`src/verilog/clisr_pkg.sv`:
```
package clisr_pkg;

  localparam int ADDR_W = 7;
  localparam int DATA_W = 32;
  localparam int CNT_W  = 8;

  // byte offsets of the link interface map, one aligned word each
  localparam logic [ADDR_W-1:0] OFF_INTR        = 7'h00;
  localparam logic [ADDR_W-1:0] OFF_STATUS      = 7'h04;
  localparam logic [ADDR_W-1:0] OFF_CONFIG      = 7'h08;
  localparam logic [ADDR_W-1:0] OFF_CTRL_INDEX  = 7'h0C;
  localparam logic [ADDR_W-1:0] OFF_RX_CTRL     = 7'h10;
  localparam logic [ADDR_W-1:0] OFF_TX_CTRL     = 7'h14;
  localparam logic [ADDR_W-1:0] OFF_LCV         = 7'h18;
  localparam logic [ADDR_W-1:0] OFF_RX_FRAME    = 7'h1C;
  localparam logic [ADDR_W-1:0] OFF_HW_RESET    = 7'h20;
  localparam logic [ADDR_W-1:0] OFF_PHY_LOOP    = 7'h24;
  localparam logic [ADDR_W-1:0] OFF_MGMT_CFG    = 7'h28;
  localparam logic [ADDR_W-1:0] OFF_MGMT_STAT   = 7'h2C;
  localparam logic [ADDR_W-1:0] OFF_RXDLY_CTRL  = 7'h30;
  localparam logic [ADDR_W-1:0] OFF_RXDLY       = 7'h34;
  localparam logic [ADDR_W-1:0] OFF_ROUND_DLY   = 7'h38;
  localparam logic [ADDR_W-1:0] OFF_EXDLY_CFG   = 7'h3C;
  localparam logic [ADDR_W-1:0] OFF_EXDLY_STAT  = 7'h40;
  localparam logic [ADDR_W-1:0] OFF_RESERVED    = 7'h44;
  localparam logic [ADDR_W-1:0] OFF_RATE_CFG    = 7'h48;
  localparam logic [ADDR_W-1:0] OFF_INTR_PEND   = 7'h4C;

  // interrupt control fields
  localparam int INTR_EN_BIT     = 0;
  localparam int HWRST_EN_BIT    = 1;
  localparam int LOSLCV_EN_BIT   = 5;
  localparam logic [DATA_W-1:0] INTR_WR_MASK = 32'h00000023;

  // status fields
  localparam int ST_RXLOS   = 0;
  localparam int ST_RXSTATE = 1;
  localparam int ST_HFN     = 2;
  localparam int ST_BFN     = 3;
  localparam int ST_LOSLCV  = 5;
  localparam int ST_HOLD_LO = 8;
  localparam int HOLD_W     = 4;
  // hold vector order: 3 frame pulse, 2 clock mismatch, 1 sync, 0 loss
  localparam int H_RFP  = 3;
  localparam int H_FREQ = 2;
  localparam int H_SYNC = 1;
  localparam int H_LOS  = 0;

  localparam logic [DATA_W-1:0] CONFIG_WR_MASK = 32'h0000003F;
  localparam logic [CNT_W-1:0]  LCV_LIMIT      = 8'h0F;

  localparam logic [DATA_W-1:0] WORD_ZERO = 32'h00000000;
  localparam logic [HOLD_W-1:0] HOLD_ZERO = 4'h0;

  // storage slots of the plain read/write words
  localparam int SLOT_CTRL_INDEX = 0;
  localparam int SLOT_TX_CTRL    = 1;
  localparam int SLOT_HW_RESET   = 2;
  localparam int SLOT_PHY_LOOP   = 3;
  localparam int SLOT_MGMT_CFG   = 4;
  localparam int SLOT_RXDLY_CTRL = 5;
  localparam int SLOT_EXDLY_CFG  = 6;
  localparam int SLOT_RATE_CFG   = 7;
  localparam int N_SLOT          = 8;
  localparam int SLOT_W          = 3;

endpackage

```
`src/verilog/clisr_regs.sv`:
```
// Functional notes
// - decode twenty word offsets, 0x44 reserved
// - index selects word; rx 0x10, tx 0x14
// - hardware reset control word at 0x20
// - delay control and status at 0x30-0x40
// - bits 1 and 5 gate their interrupts
// - bit 0 enables link module interrupt
// - frame pulse sets read-to-clear bit 11
// - clock mismatch sets read-to-clear bit 10
// - sync only when rx, hfn, bfn achieved
// - loss when lcv above 15 or pin
`timescale 1ns/1ps
`default_nettype none

module clisr_regs (
  input  wire  logic                          mclk,
  input  wire  logic                          reset,
  input  wire  logic [clisr_pkg::ADDR_W-1:0]  cpu_address,
  input  wire  logic                          cpu_read,
  input  wire  logic                          cpu_write,
  input  wire  logic [clisr_pkg::DATA_W-1:0]  cpu_writedata,
  output var   logic [clisr_pkg::DATA_W-1:0]  cpu_readdata,
  output var   logic                          cpu_readdatavalid,
  output var   logic                          cpu_irq,
  input  wire  logic                          rx_frame_pulse,
  input  wire  logic                          rx_freq_mismatch,
  input  wire  logic                          rx_sync_done,
  input  wire  logic                          rx_hfn_sync,
  input  wire  logic                          rx_bfn_sync,
  input  wire  logic [clisr_pkg::CNT_W-1:0]   lcv_count,
  input  wire  logic                          optical_los_pin,
  input  wire  logic                          los_lcv_alarm,
  input  wire  logic                          remote_reset_req,
  input  wire  logic [clisr_pkg::DATA_W-1:0]  rx_ctrl_word,
  input  wire  logic [clisr_pkg::DATA_W-1:0]  lcv_counter_val,
  input  wire  logic [clisr_pkg::DATA_W-1:0]  rx_frame_count,
  input  wire  logic [clisr_pkg::DATA_W-1:0]  mgmt_status_val,
  input  wire  logic [clisr_pkg::DATA_W-1:0]  rx_delay_val,
  input  wire  logic [clisr_pkg::DATA_W-1:0]  round_delay_val,
  input  wire  logic [clisr_pkg::DATA_W-1:0]  ex_delay_status_val,
  input  wire  logic [clisr_pkg::DATA_W-1:0]  intr_pending_val,
  output var   logic [clisr_pkg::DATA_W-1:0]  link_config,
  output var   logic [clisr_pkg::DATA_W-1:0]  ctrl_word_index,
  output var   logic [clisr_pkg::DATA_W-1:0]  tx_ctrl_word,
  output var   logic [clisr_pkg::DATA_W-1:0]  hw_reset_ctrl,
  output var   logic [clisr_pkg::DATA_W-1:0]  phy_loop_ctrl,
  output var   logic [clisr_pkg::DATA_W-1:0]  mgmt_config,
  output var   logic [clisr_pkg::DATA_W-1:0]  rx_delay_ctrl,
  output var   logic [clisr_pkg::DATA_W-1:0]  ex_delay_config,
  output var   logic [clisr_pkg::DATA_W-1:0]  rate_config
);
  import clisr_pkg::*;

  typedef struct packed {
    logic [DATA_W-1:0]             intr;
    logic [HOLD_W-1:0]             hold;
    logic [DATA_W-1:0]             config_w;
    logic [N_SLOT-1:0][DATA_W-1:0] words;
    logic [DATA_W-1:0]             rdata;
    logic                          rvalid;
    logic                          irq;
    logic                          los_s1;
    logic                          los_s2;
  } clisr_state_t;

  clisr_state_t s_q;
  clisr_state_t s_d;

  logic              rx_state_live;
  logic              los_live;
  logic [HOLD_W-1:0] hold_set;
  logic              rd_status;
  logic [DATA_W-1:0] status_word;
  logic              slot_hit;
  logic [SLOT_W-1:0] slot_idx;

  assign rx_state_live = rx_sync_done & rx_hfn_sync & rx_bfn_sync;
  assign los_live      = (lcv_count > LCV_LIMIT) | s_q.los_s2;
  assign hold_set      = {rx_frame_pulse, rx_freq_mismatch, rx_state_live, los_live};
  assign rd_status     = cpu_read && (cpu_address == OFF_STATUS);

  always_comb begin
    status_word = WORD_ZERO;
    status_word[ST_HOLD_LO +: HOLD_W] = s_q.hold;
    status_word[ST_LOSLCV]  = los_lcv_alarm;
    status_word[ST_BFN]     = rx_bfn_sync;
    status_word[ST_HFN]     = rx_hfn_sync;
    status_word[ST_RXSTATE] = rx_state_live;
    status_word[ST_RXLOS]   = los_live;
  end

  // plain read/write words share one storage array
  always_comb begin
    slot_hit = 1'b1;
    slot_idx = SLOT_W'(SLOT_CTRL_INDEX);
    unique case (cpu_address)
      OFF_CTRL_INDEX: slot_idx = SLOT_W'(SLOT_CTRL_INDEX);
      OFF_TX_CTRL:    slot_idx = SLOT_W'(SLOT_TX_CTRL);
      OFF_HW_RESET:   slot_idx = SLOT_W'(SLOT_HW_RESET);
      OFF_PHY_LOOP:   slot_idx = SLOT_W'(SLOT_PHY_LOOP);
      OFF_MGMT_CFG:   slot_idx = SLOT_W'(SLOT_MGMT_CFG);
      OFF_RXDLY_CTRL: slot_idx = SLOT_W'(SLOT_RXDLY_CTRL);
      OFF_EXDLY_CFG:  slot_idx = SLOT_W'(SLOT_EXDLY_CFG);
      OFF_RATE_CFG:   slot_idx = SLOT_W'(SLOT_RATE_CFG);
      default:        slot_hit = 1'b0;
    endcase
  end

  always_comb begin
    s_d = s_q;
    s_d.rvalid = 1'b0;
    s_d.los_s1 = optical_los_pin;
    s_d.los_s2 = s_q.los_s1;

    // a read clears the hold bits, an event in the same cycle still lands
    s_d.hold = (rd_status ? HOLD_ZERO : s_q.hold) | hold_set;

    if (cpu_write) begin
      if (cpu_address == OFF_INTR) begin
        s_d.intr = cpu_writedata & INTR_WR_MASK;
      end else if (cpu_address == OFF_CONFIG) begin
        s_d.config_w = cpu_writedata & CONFIG_WR_MASK;
      end else if (slot_hit) begin
        s_d.words[slot_idx] = cpu_writedata;
      end
    end

    if (cpu_read) begin
      s_d.rvalid = 1'b1;
      unique case (cpu_address)
        OFF_INTR:       s_d.rdata = s_q.intr;
        OFF_STATUS:     s_d.rdata = status_word;
        OFF_CONFIG:     s_d.rdata = s_q.config_w;
        OFF_RX_CTRL:    s_d.rdata = rx_ctrl_word;
        OFF_LCV:        s_d.rdata = lcv_counter_val;
        OFF_RX_FRAME:   s_d.rdata = rx_frame_count;
        OFF_MGMT_STAT:  s_d.rdata = mgmt_status_val;
        OFF_RXDLY:      s_d.rdata = rx_delay_val;
        OFF_ROUND_DLY:  s_d.rdata = round_delay_val;
        OFF_EXDLY_STAT: s_d.rdata = ex_delay_status_val;
        OFF_INTR_PEND:  s_d.rdata = intr_pending_val;
        // reserved slot and unmapped offsets answer with zero
        default:        s_d.rdata = slot_hit ? s_q.words[slot_idx] : WORD_ZERO;
      endcase
    end

    // module enable is a master gate over both sources
    s_d.irq = s_q.intr[INTR_EN_BIT] &
              ((s_q.intr[HWRST_EN_BIT] & remote_reset_req) |
               (s_q.intr[LOSLCV_EN_BIT] & los_lcv_alarm));
  end

  always_ff @(posedge mclk or posedge reset) begin
    if (reset) begin
      s_q <= '0;
    end else begin
      s_q <= s_d;
    end
  end

  assign cpu_readdata      = s_q.rdata;
  assign cpu_readdatavalid = s_q.rvalid;
  assign cpu_irq           = s_q.irq;
  assign link_config       = s_q.config_w;
  assign ctrl_word_index   = s_q.words[SLOT_CTRL_INDEX];
  assign tx_ctrl_word      = s_q.words[SLOT_TX_CTRL];
  assign hw_reset_ctrl     = s_q.words[SLOT_HW_RESET];
  assign phy_loop_ctrl     = s_q.words[SLOT_PHY_LOOP];
  assign mgmt_config       = s_q.words[SLOT_MGMT_CFG];
  assign rx_delay_ctrl     = s_q.words[SLOT_RXDLY_CTRL];
  assign ex_delay_config   = s_q.words[SLOT_EXDLY_CFG];
  assign rate_config       = s_q.words[SLOT_RATE_CFG];
endmodule

`default_nettype wire

```
`config.mk`:
```
export PLATFORM = sky130hd
export DESIGN_NAME = clisr_regs
export DESIGN_NICKNAME = d
export VERILOG_FILES = /design/src/verilog/clisr_pkg.sv /design/src/verilog/clisr_regs.sv
export SDC_FILE = /design/constraint.sdc
export NUM_CORES = 1
export LEC_CHECK = 0
export ABC_CLOCK_PERIOD_IN_PS = 27700
export BUFFER_PORTS_ARGS = -buffer_cell sky130_fd_sc_hd__buf_2
export CAP_MARGIN = 20
export CORE_AREA = 4 4 244 246
export DETAILED_ROUTE_END_ITERATION = 8
export DIE_AREA = 0 0 248 250
export GPL_TIMING_DRIVEN = 0
export REMOVE_ABC_BUFFERS = 1
export SKIP_CTS_REPAIR_TIMING = 1
export SLEW_MARGIN = 40
export SYNTH_ARGS = -nofsm -noshare
export SYNTH_HDL_FRONTEND = slang
export SYNTH_SLANG_ARGS = --single-unit
```
`constraint.sdc`:
```
create_clock -name mclk -period 27.7 [get_ports mclk]
set_clock_uncertainty 0.2 [all_clocks]
set_input_delay 1.385 -clock mclk [delete_from_list [all_inputs] [get_ports mclk]]
set_output_delay 1.385 -clock mclk [all_outputs]
set_load 0.01 [all_outputs]
```
### Word-level counts from Yosys, hierarchy flattened

Cells that the tools add are included.
W data, S select, Z words.

* bitwise operators: 10
* muxes and demuxes: 11
* reduce and logical (&&, ||, !) cells: 7
* eq/ne operators: 18
* $lt $le $gt $ge: 3

Operators with widths (number)
* $pmux W32 S11: 1
* $bwmux W256: 1
* $bmux W32 S3: 1
* $demux W32 S3: 1
* $mux W32: 3
* $eq A7 B6 Y1 const B: 8
* $eq A7 B5 Y1 const B: 4
* $eq A7 B7 Y1 const B: 3
* $pmux W3 S7: 1
* $eq A7 B4 Y1 const B: 2
* $gt A8 B4 Y1 const B: 1
* $reduce_or A8 Y1: 1
* $eq A7 B3 Y1 const B: 1
* $logic_not A7 Y1: 1
* $and A1 B1 Y1: 5
* $lt A3 B4 Y1 const B: 1
* $mux W4: 1
* $or A4 B4 Y4: 1
* $reduce_and A4 Y1: 1
* $ge A3 B1 Y1 const B: 1
* $reduce_and A3 Y1: 1
* $logic_and A1 B1 Y1: 2
* $mux W1: 2
* $not A1 Y1: 2
* 2 further kinds: 3

* input port bits: 315
* logic and storage cells: 65
* output and inout bits: 322
* register bits: 305

### Longest topological paths before layout

Gate-level depths: netlist (run 1).

* depth after elaboration: 7
* gate-level depth with buffers: 9
* mapped depth without buffers: 5

### Worst setup path after synthesis (run 1)

No wires, ideal clock.

* kind: input port to flip-flop
* from: input port cpu_address[6] in the netlist's numbering
* to: register s_q (netlist bit hw_reset_ctrl[2])
* setup time: 0.125 ns
* arrival: 3.258 ns
* stages: 7
* path buffers: 3
* slack: 24.117 ns
* data required time: 27.375 ns
* path through: or4_4 > or2_2 > clkbuf_1 > clkbuf_1 > nor2_2 > buf_2 > mux2_2

* longest elaborated chain between the ends: 7
* elaborated cells between the ends (all ways): 22
* classes of those cells: order compare: 2; eq/ne: 9; mux: 5; bitwise: 2; reduce/logical: 4

Ends and longest elaborated chain
* from (decl): RTL line clisr_regs.sv:18 `input wire logic [clisr_pkg::ADDR_W-1:0] cpu_address,`
* $eq A7 B7 Y1, or another cell as far along: RTL line clisr_regs.sv:96 `unique case (cpu_address)`
* $pmux W3 S7: RTL line clisr_regs.sv:96
* $lt A3 B4 Y1 (implied by the code) / $ge A3 B1 Y1 (equally long branches): RTL line clisr_regs.sv:124 `s_d.words[slot_idx] = cpu_writedata;`
* $logic_and A1 B1 Y1 (implied by the code): RTL line clisr_regs.sv:124
* $mux W32 (implied by the code): RTL line clisr_regs.sv:124
* $demux W32 S3: RTL line clisr_regs.sv:124
* $bwmux W256: RTL line clisr_regs.sv:124
* to (signal assigned): RTL line clisr_regs.sv:155 `s_q <= '0;`
* to (signal assigned): RTL line clisr_regs.sv:157 `s_q <= s_d;`
* to (decl): RTL line clisr_regs.sv:66 `clisr_state_t s_q;`

Several ways; a longest one is shown, not always the timed one.
A chain may end at the register's enable or synchronous reset.

### Worst setup path in the final report (run 1)

* from: input port cpu_address[3] in the netlist's numbering
* to: register s_q (netlist bit rate_config[8])

The elaborated chain is that of the path after synthesis.

==> results by stage, run 1 <==
CTS:
- In this run, CTS created clock tree buffers numbering 37.
- The CTS clock-pin slew for the worst setup and hold paths is 0.06 ns.
- The clock reaches the later pin of the worst-skew pair after 0.55 ns.
- The maximum level of the CTS H-tree is 2.
- CTS placed an instance of sky130_fd_sc_hd__clkbuf_16 at the clock tree root.
- The CTS tree is done.
- In this run the deepest clock path goes through 3 buffers.
- The clock sink total is 305.

STA:
- The final clock period utilization by the worst path is 16.6%.
- The highest attainable clock frequency is 218 MHz.
- The final setup TNS is 0 ns.
- The slew of the pin with the lowest slew margin is 0.788 ns.
- The worst path needs 4.59 ns of the cycle, external delays included.
- Measured against its own limit, the worst slew margin works out to 46.8%.
- Setup violations remaining at the end of the flow were counted as 0.
- The number of hold violations in the final report is 0.
- The number of pins exceeding their max-slew limit in the final report is 0.
- Setup repair after global routing left no endpoint under its margin.

Synth:
- The cell type contributing the most total cell area after synthesis is sky130_fd_sc_hd__dfrtp_1.
- After synthesis, flip-flops and latches occupy 40.7% of the total area.
- After synthesis, the share of flip-flops with an asynchronous set or reset is 100%.
- Yosys printed 0 warnings.
- The number of synthesized flops with an enable pin is 0.
- The average cell area after synthesis is 10.6 sq um.
- The top cell type by area accounts for 40.7% of the synthesized area.
- In this run, distinct cell masters in the synthesized netlist total 67.
- Ranked by instance count, the synthesized netlist is headed by sky130_fd_sc_hd__buf_4, sky130_fd_sc_hd__dfrtp_1, sky130_fd_sc_hd__mux2_2.
- The gate count of the mapped netlist is 1764.
- Sorting the synthesized cells by area gives the leading types as sky130_fd_sc_hd__dfrtp_1, sky130_fd_sc_hd__mux2_2, sky130_fd_sc_hd__buf_4.
- The most common cell in the synthesized netlist is sky130_fd_sc_hd__buf_4.
- The total standard cell area after synthesis is 18800 sq um.
- The synthesized design contains 305 register bits.
- In the synthesized netlist the dominant register cell turns out to be sky130_fd_sc_hd__dfrtp_1.

Worst setup path:
- For the worst setup path, the data required time is 27.92 ns.
- At the worst endpoint, the arrival time is 4.81 ns.
- The type of the worst setup path is input pin to register.
- The worst setup path is captured at a register.
- The longest individual stage delay on the worst path is 0.59 ns.
- The register-to-register setup slack is 25.32 ns.
- The signal on the critical path passes through buf_4 > nor4bb_4 > buf_4 > buf_4 > a22oi_2 > buf_6 > buf_4 > buf_4 > nor2_4 > buf_8 > mux2_2.
- The largest fanout on the critical path is 35.
- The kind of start point of the critical path is an input pin.
- For this design, the slowest cell found on the critical path is sky130_fd_sc_hd__nor4bb_4.
- The cell seen most often among critical-path stages is sky130_fd_sc_hd__buf_4.

GRT:
- The maximum number of pins on one net before global-route repair is 79.
- After global routing the overflow that remains totals 0.
- In the global route stage, overall resource usage came out at 26.9%.
- The initial antenna violation count came to 10.
- The via count of the first global-routing pass is 16500.
- The first global-routing pass estimated 121 mm of wire.

Power and ir drop:
- The power density over the cells is 56.2 nW/um^2.
- The worst-case IR drop observed on VDD is 0.0493 mV.
- The analysis attributes to cell leakage a power of 11.0 nW.

Route:
- The total met3 wirelength after detailed routing is 8.63 mm.
- Summed over all nets, wire length on met2 after detailed routing comes to 40.2 mm.
- The highest metal layer carrying signal wires in the routed design is met5.
- In the routed design, unresolved DRC markers number 0.
- Detailed routing inserted a total of 16500 vias.
- The first detailed-routing pass ran for 5 iterations.
- For this block, the initial DRC count from the detailed router was 1453.
- The remaining antenna violation count after routing is 0.
- In the final routing, the length of wire on met1 measures 34.1 mm.
- The post-detailed-route wirelength per cell is 30.6 um.
- For this block, the routed nets add up to 87.4 mm of wire.
- The vias per cell is 5.79.

Placed design:
- The total of buffers placed on input and output ports is 606.
- The placed wire-length estimate after detailed placement is 66.2 mm.
- The final weighted congestion in routability-driven placement is 0.868.

Status:
- The flow ran to the end, and the final reports show no timing, DRC or antenna violations.

Flow run:
- The tool flagged a number of max-cap violations equal to 0.

Die:
- The standard cell core area is 57400 sq um.
- The cell row count is 88.
- The floorplan step set the die height to 250 um.
- The number of primary I/O pins is 637.
- Once the floorplan was initialized, standard cells occupied 32.7% of the core.
- The x dimension of the die is 248 um.
- The die covers 62000 sq um.

Hold path:
- The worst hold path belongs to the class register to register.

Finish:
- The fraction of the core area covered by cells at the end of the flow is 39.4%.
- Compared with the post-synthesis result, the final layout area differs by 20.3%.
- The net total in the final layout is 2371.
- Of the cells placed in the final design, the portion with a size suffix greater than 1 is 49.7%.
final cells by class:
| cell class | count | area (sq um) |
|---|---|---|
| well taps | 765 | 957 |
| clock buffers | 56 | 1110 |
| fillers | 5706 | 34800 |
| inverters | 7 | 35.0 |
| diodes | 11 | 27.5 |
| repair buffers | 688 | 4220 |
| flip-flops and latches | 305 | 7630 |
| clock inverters | 7 | 92.6 |
| multi-input cells | 1017 | 8510 |
worst max-delay path: cells and delay by family:
family          cells  cell delay, ns
compound gates      1            0.15
buf+inv             7            1.77
mux                 1            0.36
simple gates        2            1.08
cell families (layout without fill, tap and decap cells):
| group | count (synthesis) | after routing | synth area share (%) |
|---|---|---|---|
| other | 1 | 37 | 0.0200 |
| adders and majority gates | 1 | 1 | 0.0533 |
| and+or+nand+nor | 285 | 285 | 9.34 |
| AOI/OAI and AO/OA | 405 | 405 | 16.0 |
| DFF | 305 | 305 | 40.7 |
| xor gates and xnor gates | 1 | 1 | 0.0467 |
| muxes | 299 | 299 | 17.8 |
| buffers and inverters | 467 | 758 | 16.0 |
power breakdown:
group | internal, mW | switching, mW | total, mW | leakage, nW
Sequential | 0.491 | 0.0371 | 0.528 | 4.06
Combinational | 0.109 | 0.138 | 0.246 | 6.39
Clock | 0.294 | 0.200 | 0.494 | 0.591
path summary, 6_finish.rpt:
kind	start	end	depth (start not counted)
max	cpu_address[3]	rate_config[8]	11
min in group asynchronous	reset	mgmt_config[15]	2
min reg2reg	s_d[0]	s_q[0]	0
max reg2reg	s_q[0]	cpu_readdata[0]	5
max in group asynchronous	reset	mgmt_config[3]	4
min	s_d[0]	s_q[0]	0
layer usage:
layer / global-route usage, % / vias to the layer above
met1: 34.5 / 8312
met2: 42.6 / 1091
met4: 12.4 / 4
met3: 6.83 / 249
met5: 0.954 / -
li1: - / 6892
per-stage QoR:
step	power (mW)	hold slack [ns]	area, sq um	cells	setup WS (ns)
after floorplan	0.635	0.131	15900	1329	17.68
after global placement	0.763	0.146	19900	2700	8.28
after detailed placement	0.780	0.160	21300	2781	22.63
after CTS	1.28	0.171	22500	2844	23.21
after global routing	1.32	0.188	22600	2850	23.11
final	1.27	0.172	22600	2856	23.11
sequential cells by signal, summed over array words and instances, names as in the netlist:
signal / flops
cpu_readdata: 32
ctrl_word_index: 32
ex_delay_config: 32
hw_reset_ctrl: 32
mgmt_config: 32
phy_loop_ctrl: 32
rate_config: 32
rx_delay_ctrl: 32
tx_ctrl_word: 32
s_q: 8
link_config: 6
cpu_irq: 1
cpu_readdatavalid: 1
s_d: 1
placed cells by master, fill, tap and decap left out, drive strengths merged, types with 12 or more instances in the layout:
| cell type | count |
|---|---|
| a31oi | 20 |
| nand3 | 28 |
| mux2i | 20 |
| o32ai | 24 |
| o211ai | 31 |
| a21oi | 28 |
| buf | 688 |
| a21o | 16 |
| or4 | 27 |
| nand3b | 37 |
| conb | 26 |
| nor2 | 32 |
| o22ai | 28 |
| nor2b | 12 |
| mux2 | 279 |
| o41ai | 28 |
| o31ai | 27 |
| clkbuf | 56 |
| o21ai | 24 |
| a22oi | 49 |
| nand2 | 31 |
| and3 | 60 |
| dfrtp | 305 |
| a211oi | 63 |
| o22a | 23 |
Note: power is estimated with default switching activity, not from simulation.
==> inputs of run 2 (changes only) <==
--- a/config.mk
+++ b/config.mk
@@ -5,7 +5,7 @@
 export SDC_FILE = /design/constraint.sdc
 export NUM_CORES = 1
 export LEC_CHECK = 0
-export ABC_CLOCK_PERIOD_IN_PS = 27700
+export ABC_CLOCK_PERIOD_IN_PS = 4100
 export BUFFER_PORTS_ARGS = -buffer_cell sky130_fd_sc_hd__buf_2
 export CAP_MARGIN = 20
 export CORE_AREA = 4 4 244 246
==> constraint.sdc (replaced) <==
create_clock -name mclk -period 4.1 [get_ports mclk]
set_clock_uncertainty 0.2 [all_clocks]
set_input_delay 0.205 -clock mclk [delete_from_list [all_inputs] [get_ports mclk]]
set_output_delay 0.205 -clock mclk [all_outputs]
set_load 0.01 [all_outputs]
==> results by stage, run 2 (same netlist as run 1, synthesis figures left out) <==
STA:
- Setup repair after global routing missed its margin: no (unchanged).
- The number of hold violations in the final report is 2 (was 0).
- The highest attainable clock frequency is 266 MHz.
- The worst slew margin relative to its limit came to 44.6% (was 46.8%).
- The final setup TNS is 0 ns (unchanged).
- The final critical-path required period is 3.76 ns.
- The final count of negative-setup-slack endpoints was 0 (unchanged).
- The worst-case hold slack was -0.0281 ns (was 0.172 ns).
- The final clock period utilization by the worst path is 91.6%.
- The slew of the pin with the lowest slew margin is 0.831 ns (was 0.788 ns).
- The number of pins exceeding their max-slew limit in the final report came to 0 (unchanged).

Worst setup path:
- The kind of start point of the critical path is an input pin (unchanged).
- The total buffers and inverters traversed by the critical path came to 6 (was 7).
- The nature of the critical path endpoint is a register (unchanged).
- Cells traversed along the worst timing path: dlygate4sd3_1 > buf_6 > buf_16 > clkinv_2 > a31oi_1 > o21ai_0 > dlygate4sd3_1 > o32ai_1 > dlygate4sd3_1 > o41ai_1 (was buf_4 > nor4bb_4 > buf_4 > buf_4 > a22oi_2 > buf_6 > buf_4 > buf_4 > nor2_4 > buf_8 > mux2_2).
- The required arrival time at the worst endpoint came to 4.31 ns (was 27.92 ns).
- The longest individual stage delay on the worst path was 0.60 ns (was 0.59 ns).
- The cell with the largest stage delay on the worst path is sky130_fd_sc_hd__dlygate4sd3_1 (was sky130_fd_sc_hd__nor4bb_4).
- The arrival time reported for the critical path endpoint is 3.97 ns (was 4.81 ns).
- The cell class contributing the biggest share of worst-path delay is buffers and inverters (unchanged).
- The type of the worst setup path is input pin to register (unchanged).
- The largest fanout on the critical path is 47 (was 35).
- The cell seen most often among critical-path stages is sky130_fd_sc_hd__dlygate4sd3_1 (was sky130_fd_sc_hd__buf_4).

GRT:
- The global-route usage over all layers is 26.9% (unchanged).
- The global route total overflow is 0 (unchanged).
- The initial antenna violation count was 8 (was 10).
- The via count of the first global-routing pass is 16500 (unchanged).
- The first-pass GRT wire length came to 121 mm (unchanged).
- The maximum number of pins on one net before global-route repair is 79 (unchanged).

CTS:
- The clock sink total came to 305 (unchanged).
- The library cell used as clock root buffer was sky130_fd_sc_hd__clkbuf_16 (unchanged).
- The CTS clock-pin slew for the worst setup and hold paths came to 0.06 ns (about the same).
- The maximum buffer depth of the clock tree came to 3 (unchanged).
- The CTS tree is done (unchanged).
- The source-to-sink clock delay at the later pin of the worst-skew pair was 0.55 ns (about the same).
- The maximum level of the CTS H-tree is 2 (unchanged).
- The number of buffers created by CTS is 37 (unchanged).

Route:
- The vias per cell came to 5.77 (was 5.79).
- The remaining antenna violation count after routing is 0 (unchanged).
- The routed wire length is 88.6 mm (was 87.4 mm).
- The total via count in the routed design is 17100 (was 16500).
- The number of design-rule violations left by the first detailed-router iteration was 1531 (was 1453).
- The DRC violations left is 0 (unchanged).
- The post-detailed-route wirelength per cell is 29.8 um (was 30.6 um).
- The number of optimization iterations in the first detailed-route pass is 5 (unchanged).

Finish:
- The register area is 7630 sq um (unchanged).
- The fraction of the core area covered by cells at the end of the flow came to 41.4% (was 39.4%).
- The leading cell type in the layout, fill and taps excluded is sky130_fd_sc_hd__buf_2 (unchanged).
- The area growth from synthesis to layout is 26.4% (was 20.3%).
- The net total in the final layout is 2486 (was 2371).
- The area used by multi-input combinational logic was 8510 sq um (unchanged).
- Highest-count cells in the layout ignoring fill and taps: sky130_fd_sc_hd__buf_2, sky130_fd_sc_hd__dfrtp_1, sky130_fd_sc_hd__mux2_2, sky130_fd_sc_hd__dlygate4sd3_1, sky130_fd_sc_hd__a211oi_1 (was sky130_fd_sc_hd__buf_2, sky130_fd_sc_hd__dfrtp_1, sky130_fd_sc_hd__mux2_2, sky130_fd_sc_hd__a211oi_1, sky130_fd_sc_hd__and3_1).
- The share of post-route cells with drive strength above 1 is 47.1% (was 49.7%).
- The fill cell total of the finished layout was 5587 (was 5706).

Flow run:
- The number of maximum-capacitance constraint violations came to 0 (unchanged).

Status:
- Outcome: finished with violations (was finished, final reports clean).
- The checks that failed: negative hold slack.

Die:
- The effective utilization at floorplan is 32.7% (unchanged).
- The x dimension of the die is 248 um (unchanged).
- The number of primary I/O pins is 637 (unchanged).
- The floorplan die area is 62000 sq um (unchanged).
- The standard cell core area was 57400 sq um (unchanged).
- The cell row count is 88 (unchanged).
- The die height came to 250 um (unchanged).

Placed design:
- The placed wire-length estimate after detailed placement is 66.2 mm (unchanged).
- The total of buffers placed on input and output ports is 606 (unchanged).
- The final weighted congestion in routability-driven placement was 0.868 (unchanged).

Power and ir drop:
- The cell leakage power is 11.5 nW (was 11.0 nW).
- The peak ir drop on the vdd network is 0.330 mV (was 0.0493 mV).
- The power density over the cells was 366 nW/um^2 (was 56.2 nW/um^2).

Hold path:
- The path type of the worst min-delay path is input pin to register (was register to register).
-- run 2: report_power, final --
| part | total (mW) | switching (mW) | leakage [nW] | internal [mW] |
|---|---|---|---|---|
| combinational | 1.76 | 0.951 | 6.86 | 0.809 |
| sequential | 3.57 | 0.251 | 4.06 | 3.32 |
| clock | 3.35 | 1.36 | 0.591 | 1.99 |
| total | 8.68 | 2.56 | 11.5 | 6.12 |
-- run 2: final cells by class --
class                           instances  area share [%]
Multi-Input combinational cell       1017            35.9
Sequential cell                       305            32.2
Timing Repair Buffer                  803            22.6
Clock buffer                           56            4.68
Tap cell                              765            4.03
Clock inverter                          7           0.390
Inverter                                7           0.148
Antenna cell                           11           0.116
-- run 2: final timing paths --
path / start / endpoint / slack [ns] / depth (start not counted)
max in group asynchronous: reset / phy_loop_ctrl[12] / 1.99 / 6
worst max-delay path: cpu_read / cpu_readdata[25] / 0.34 / 10
min in group asynchronous: reset / mgmt_config[15] / 0.63 / 4
worst min-delay path: mgmt_status_val[0] / cpu_readdata[0] / -0.03 / 5
worst max register to register: s_q[0] / cpu_readdata[0] / 1.74 / 5
worst min register to register: s_d[0] / s_q[0] / 0.17 / 0
-- run 2: worst min-delay path, stage by stage --
cell	delay (ns)
sky130_fd_sc_hd__buf_2	0.08
sky130_fd_sc_hd__nand3_1	0.06
sky130_fd_sc_hd__o211ai_1	0.09
sky130_fd_sc_hd__a2111oi_0	0.09
sky130_fd_sc_hd__o32ai_1	0.15
-- run 2: metrics by stage --
step           setup WS, ns  cell area [sq um]  power [mW]  hold slack [ns]  instances
2_1_floorplan         -4.74              15900        4.29           0.0364       1329
6_report              0.343              23700        8.68          -0.0281       2971
4_1_cts               0.792              22500        8.63           -0.584       2844
3_5_place_dp          0.213              21300        5.27           0.0172       2781
3_3_place_gp         -14.14              19900        5.15            0.146       2700
5_1_grt               0.244              23700        8.99         0.000252       2964
-- run 2: routing by layer --
metal | routed length, um | vias up | GRT usage (%)
met5 | 93 | - | 0.954
met4 | 4460 | 4 | 12.4
met3 | 9000 | 264 | 6.83
met2 | 40700 | 1184 | 42.6
met1 | 34300 | 8571 | 34.5
li1 | - | 7117 | -
==> inputs of run 3 (changes only) <==
--- a/config.mk
+++ b/config.mk
@@ -12,6 +12,7 @@
 export DETAILED_ROUTE_END_ITERATION = 8
 export DIE_AREA = 0 0 248 250
 export GPL_TIMING_DRIVEN = 0
+export PLACE_DENSITY = 0.63
 export REMOVE_ABC_BUFFERS = 1
 export SKIP_CTS_REPAIR_TIMING = 1
 export SLEW_MARGIN = 40
==> results by stage, run 3 (same netlist as run 1, synthesis figures left out) <==
Status:
- Outcome: finished with violations (unchanged).
- Violations in the final reports: negative hold slack (unchanged).

Die:
- The x dimension of the die is 248 um (unchanged).
- The standard cell core area came to 57400 sq um (unchanged).
- The die height was 250 um (unchanged).
- The floorplan die area is 62000 sq um (unchanged).
- The cell row count is 88 (unchanged).
- The effective utilization at floorplan came to 32.7% (unchanged).
- The number of primary I/O pins came to 637 (unchanged).

CTS:
- The CTS tree is done (unchanged).
- The number of buffers created by CTS is 37 (unchanged).
- The maximum level of the CTS H-tree is 2 (unchanged).
- The CTS clock-pin slew for the worst setup and hold paths was 0.06 ns (about the same).
- The maximum buffer depth of the clock tree came to 3 (unchanged).
- The library cell used as clock root buffer is sky130_fd_sc_hd__clkbuf_16 (unchanged).
- The clock sink total came to 305 (unchanged).
- The source-to-sink clock delay at the later pin of the worst-skew pair is 0.55 ns (about the same).

GRT:
- The first-pass GRT wire length was 123 mm (was 121 mm).
- The maximum number of pins on one net before global-route repair was 79 (unchanged).
- The global route total overflow is 0 (unchanged).
- The via count of the first global-routing pass was 17000 (was 16500).
- The global-route usage over all layers came to 27.4% (was 26.9%).
- The initial antenna violation count is 6 (was 8).

Hold path:
- The startpoint of the lowest-slack hold path is lcv_counter_val[10] (was mgmt_status_val[0]).
- The path type of the worst min-delay path was input pin to register (unchanged).
- The terminating pin of the worst hold path is cpu_readdata[10] (was cpu_readdata[0]).
- The hold path depth is 5 (unchanged).

Route:
- The total via count in the routed design came to 17400 (was 17100).
- The routed wire length is 90.5 mm (was 88.6 mm).
- The total met3 wirelength after detailed routing was 8.93 mm (was 9.00 mm).
- The remaining antenna violation count after routing came to 0 (unchanged).
- The number of optimization iterations in the first detailed-route pass is 6 (was 5).
- The number of design-rule violations left by the first detailed-router iteration is 1682 (was 1531).
- The uppermost layer routed is met5 (unchanged).
- The met2 wire length came to 42.1 mm (was 40.7 mm).
- The wire length on met1 came to 34.5 mm (was 34.3 mm).
- The vias per cell is 5.87 (was 5.77).
- The post-detailed-route wirelength per cell was 30.6 um (was 29.8 um).
- The DRC violations left is 0 (unchanged).

Worst setup path:
- The startpoint of the worst register-to-register path is link_config[5] (was s_q[0]).
- The arrival time reported for the critical path endpoint is 4.17 ns (was 3.97 ns).
- The type of the worst setup path is input pin to register (unchanged).
- The cell seen most often among critical-path stages is sky130_fd_sc_hd__buf_4 (was sky130_fd_sc_hd__dlygate4sd3_1).
- The register-to-register setup slack is 1.82 ns (was 1.74 ns).
- The cell class contributing the biggest share of worst-path delay is buffers and inverters (unchanged).
- The cell with the largest stage delay on the worst path is sky130_fd_sc_hd__nor3b_2 (was sky130_fd_sc_hd__dlygate4sd3_1).
- Cells traversed along the worst timing path: buf_4 > nor3b_2 > buf_4 > buf_2 > buf_4 > buf_2 > a31oi_1 > o21ai_0 > dlygate4sd3_1 > o32ai_1 > dlygate4sd3_1 > o41ai_1 (was dlygate4sd3_1 > buf_6 > buf_16 > clkinv_2 > a31oi_1 > o21ai_0 > dlygate4sd3_1 > o32ai_1 > dlygate4sd3_1 > o41ai_1).
- The endpoint of the worst register-to-register path is cpu_readdata[5] (was cpu_readdata[0]).
- The kind of start point of the critical path is an input pin (unchanged).
- The depth of the worst register-to-register path is 5 (unchanged).
- The largest fanout on the critical path is 41 (was 47).
- The longest individual stage delay on the worst path is 0.70 ns (was 0.60 ns).
- The nature of the critical path endpoint is a register (unchanged).
- The total buffers and inverters traversed by the critical path is 7 (was 6).
- The required arrival time at the worst endpoint was 4.33 ns (was 4.31 ns).

Finish:
- The final cell area excluding filler cells came to 23700 sq um (about the same).
- The leading cell type in the layout, fill and taps excluded is sky130_fd_sc_hd__buf_2 (unchanged).
- The fraction of the core area covered by cells at the end of the flow is 41.3% (was 41.4%).
- The fill cell total of the finished layout is 5468 (was 5587).
- Highest-count cells in the layout ignoring fill and taps: sky130_fd_sc_hd__buf_2, sky130_fd_sc_hd__dfrtp_1, sky130_fd_sc_hd__mux2_2, sky130_fd_sc_hd__dlygate4sd3_1, sky130_fd_sc_hd__a211oi_1 (unchanged).
- The register area is 7630 sq um (unchanged).
- The area growth from synthesis to layout is 26.1% (was 26.4%).
- The area used by multi-input combinational logic is 8510 sq um (about the same).
- The share of post-route cells with drive strength above 1 is 47.5% (was 47.1%).
- The net total in the final layout is 2476 (was 2486).

STA:
- The number of pins exceeding their max-slew limit in the final report came to 0 (unchanged).
- Setup repair after global routing missed its margin: no (unchanged).
- The highest attainable clock frequency is 254 MHz (was 266 MHz).
- The final count of negative-setup-slack endpoints came to 0 (unchanged).
- The final clock period utilization by the worst path is 95.9% (was 91.6%).
- The number of hold violations in the final report is 4 (was 2).
- The worst-case hold slack is -0.0525 ns (was -0.0281 ns).
- The final critical-path required period is 3.93 ns (was 3.76 ns).
- The slew of the pin with the lowest slew margin is 0.843 ns (was 0.831 ns).
- The worst slew margin relative to its limit is 43.3% (was 44.6%).

Flow run:
- The number of maximum-capacitance constraint violations came to 0 (unchanged).

Placed design:
- The placed wire-length estimate after detailed placement is 66.0 mm (was 66.2 mm).
- The area after detailed placement was 21400 sq um (was 21300 sq um).
- The final weighted congestion in routability-driven placement was 0.893 (was 0.868).
- The total of buffers placed on input and output ports was 606 (unchanged).

Power and ir drop:
- The cell leakage power was 11.5 nW (about the same).
- The post-layout total power is 8.67 mW (was 8.68 mW).
- The peak ir drop on the vdd network is 0.274 mV (was 0.330 mV).
- The power density over the cells is 366 nW/um^2 (about the same).
==> run 3: worst min-delay path, stage by stage <==
cell and delay [ns]:
sky130_fd_sc_hd__buf_2 0.08, sky130_fd_sc_hd__mux2i_1 0.09, sky130_fd_sc_hd__nor2_1 0.11, sky130_fd_sc_hd__o32ai_1 0.10
sky130_fd_sc_hd__o41ai_1 0.07
==> run 3: how the worst max path moves through the flow <==
stage,from,endpoint,depth (start not counted)
6_report,cpu_address[6],cpu_readdata[25],12
5_1_grt,cpu_address[6],cpu_readdata[25],12
4_1_cts,cpu_address[6],ex_delay_config[9],12
3_5_place_dp,cpu_address[6],ex_delay_config[9],12
3_3_place_gp,cpu_address[6],tx_ctrl_word[30],6
2_1_floorplan,reset,cpu_irq,1
==> run 3: power by group <==
| group | switching [mW] | internal (mW) |
|---|---|---|
| sequential | 0.252 | 3.32 |
| combinational | 0.969 | 0.799 |
| clock | 1.37 | 1.97 |
==> run 3: cell type report <==
type                            instances  area share (%)
Sequential cell                       305            32.2
Inverter                                7           0.148
Multi-Input combinational cell       1017            35.9
Antenna cell                            4          0.0423
Timing Repair Buffer                  793            22.4
Clock inverter                          8           0.227
Tap cell                              765            4.04
Clock buffer                           57            4.96
==> run 3: metrics by stage <==
stage | setup WS [ns] | hold slack [ns] | instances | setup TNS, ns
after floorplan | -4.74 | 0.0364 | 1329 | -1700.41
after global placement | -13.21 | 0.127 | 2700 | -5282.95
after detailed placement | -0.165 | 0.0628 | 2780 | -3.82
after CTS | 0.413 | -0.527 | 2845 | 0
after global routing | 0.106 | 0.0000788 | 2955 | 0
final | 0.168 | -0.0525 | 2956 | 0
==> run 3: metal layers <==
layer	vias to the layer above	GRT usage, %
li1	7064	-
met1	8711	34.2
met2	1279	43.7
met3	299	7.33
met4	2	13.6
met5	-	0
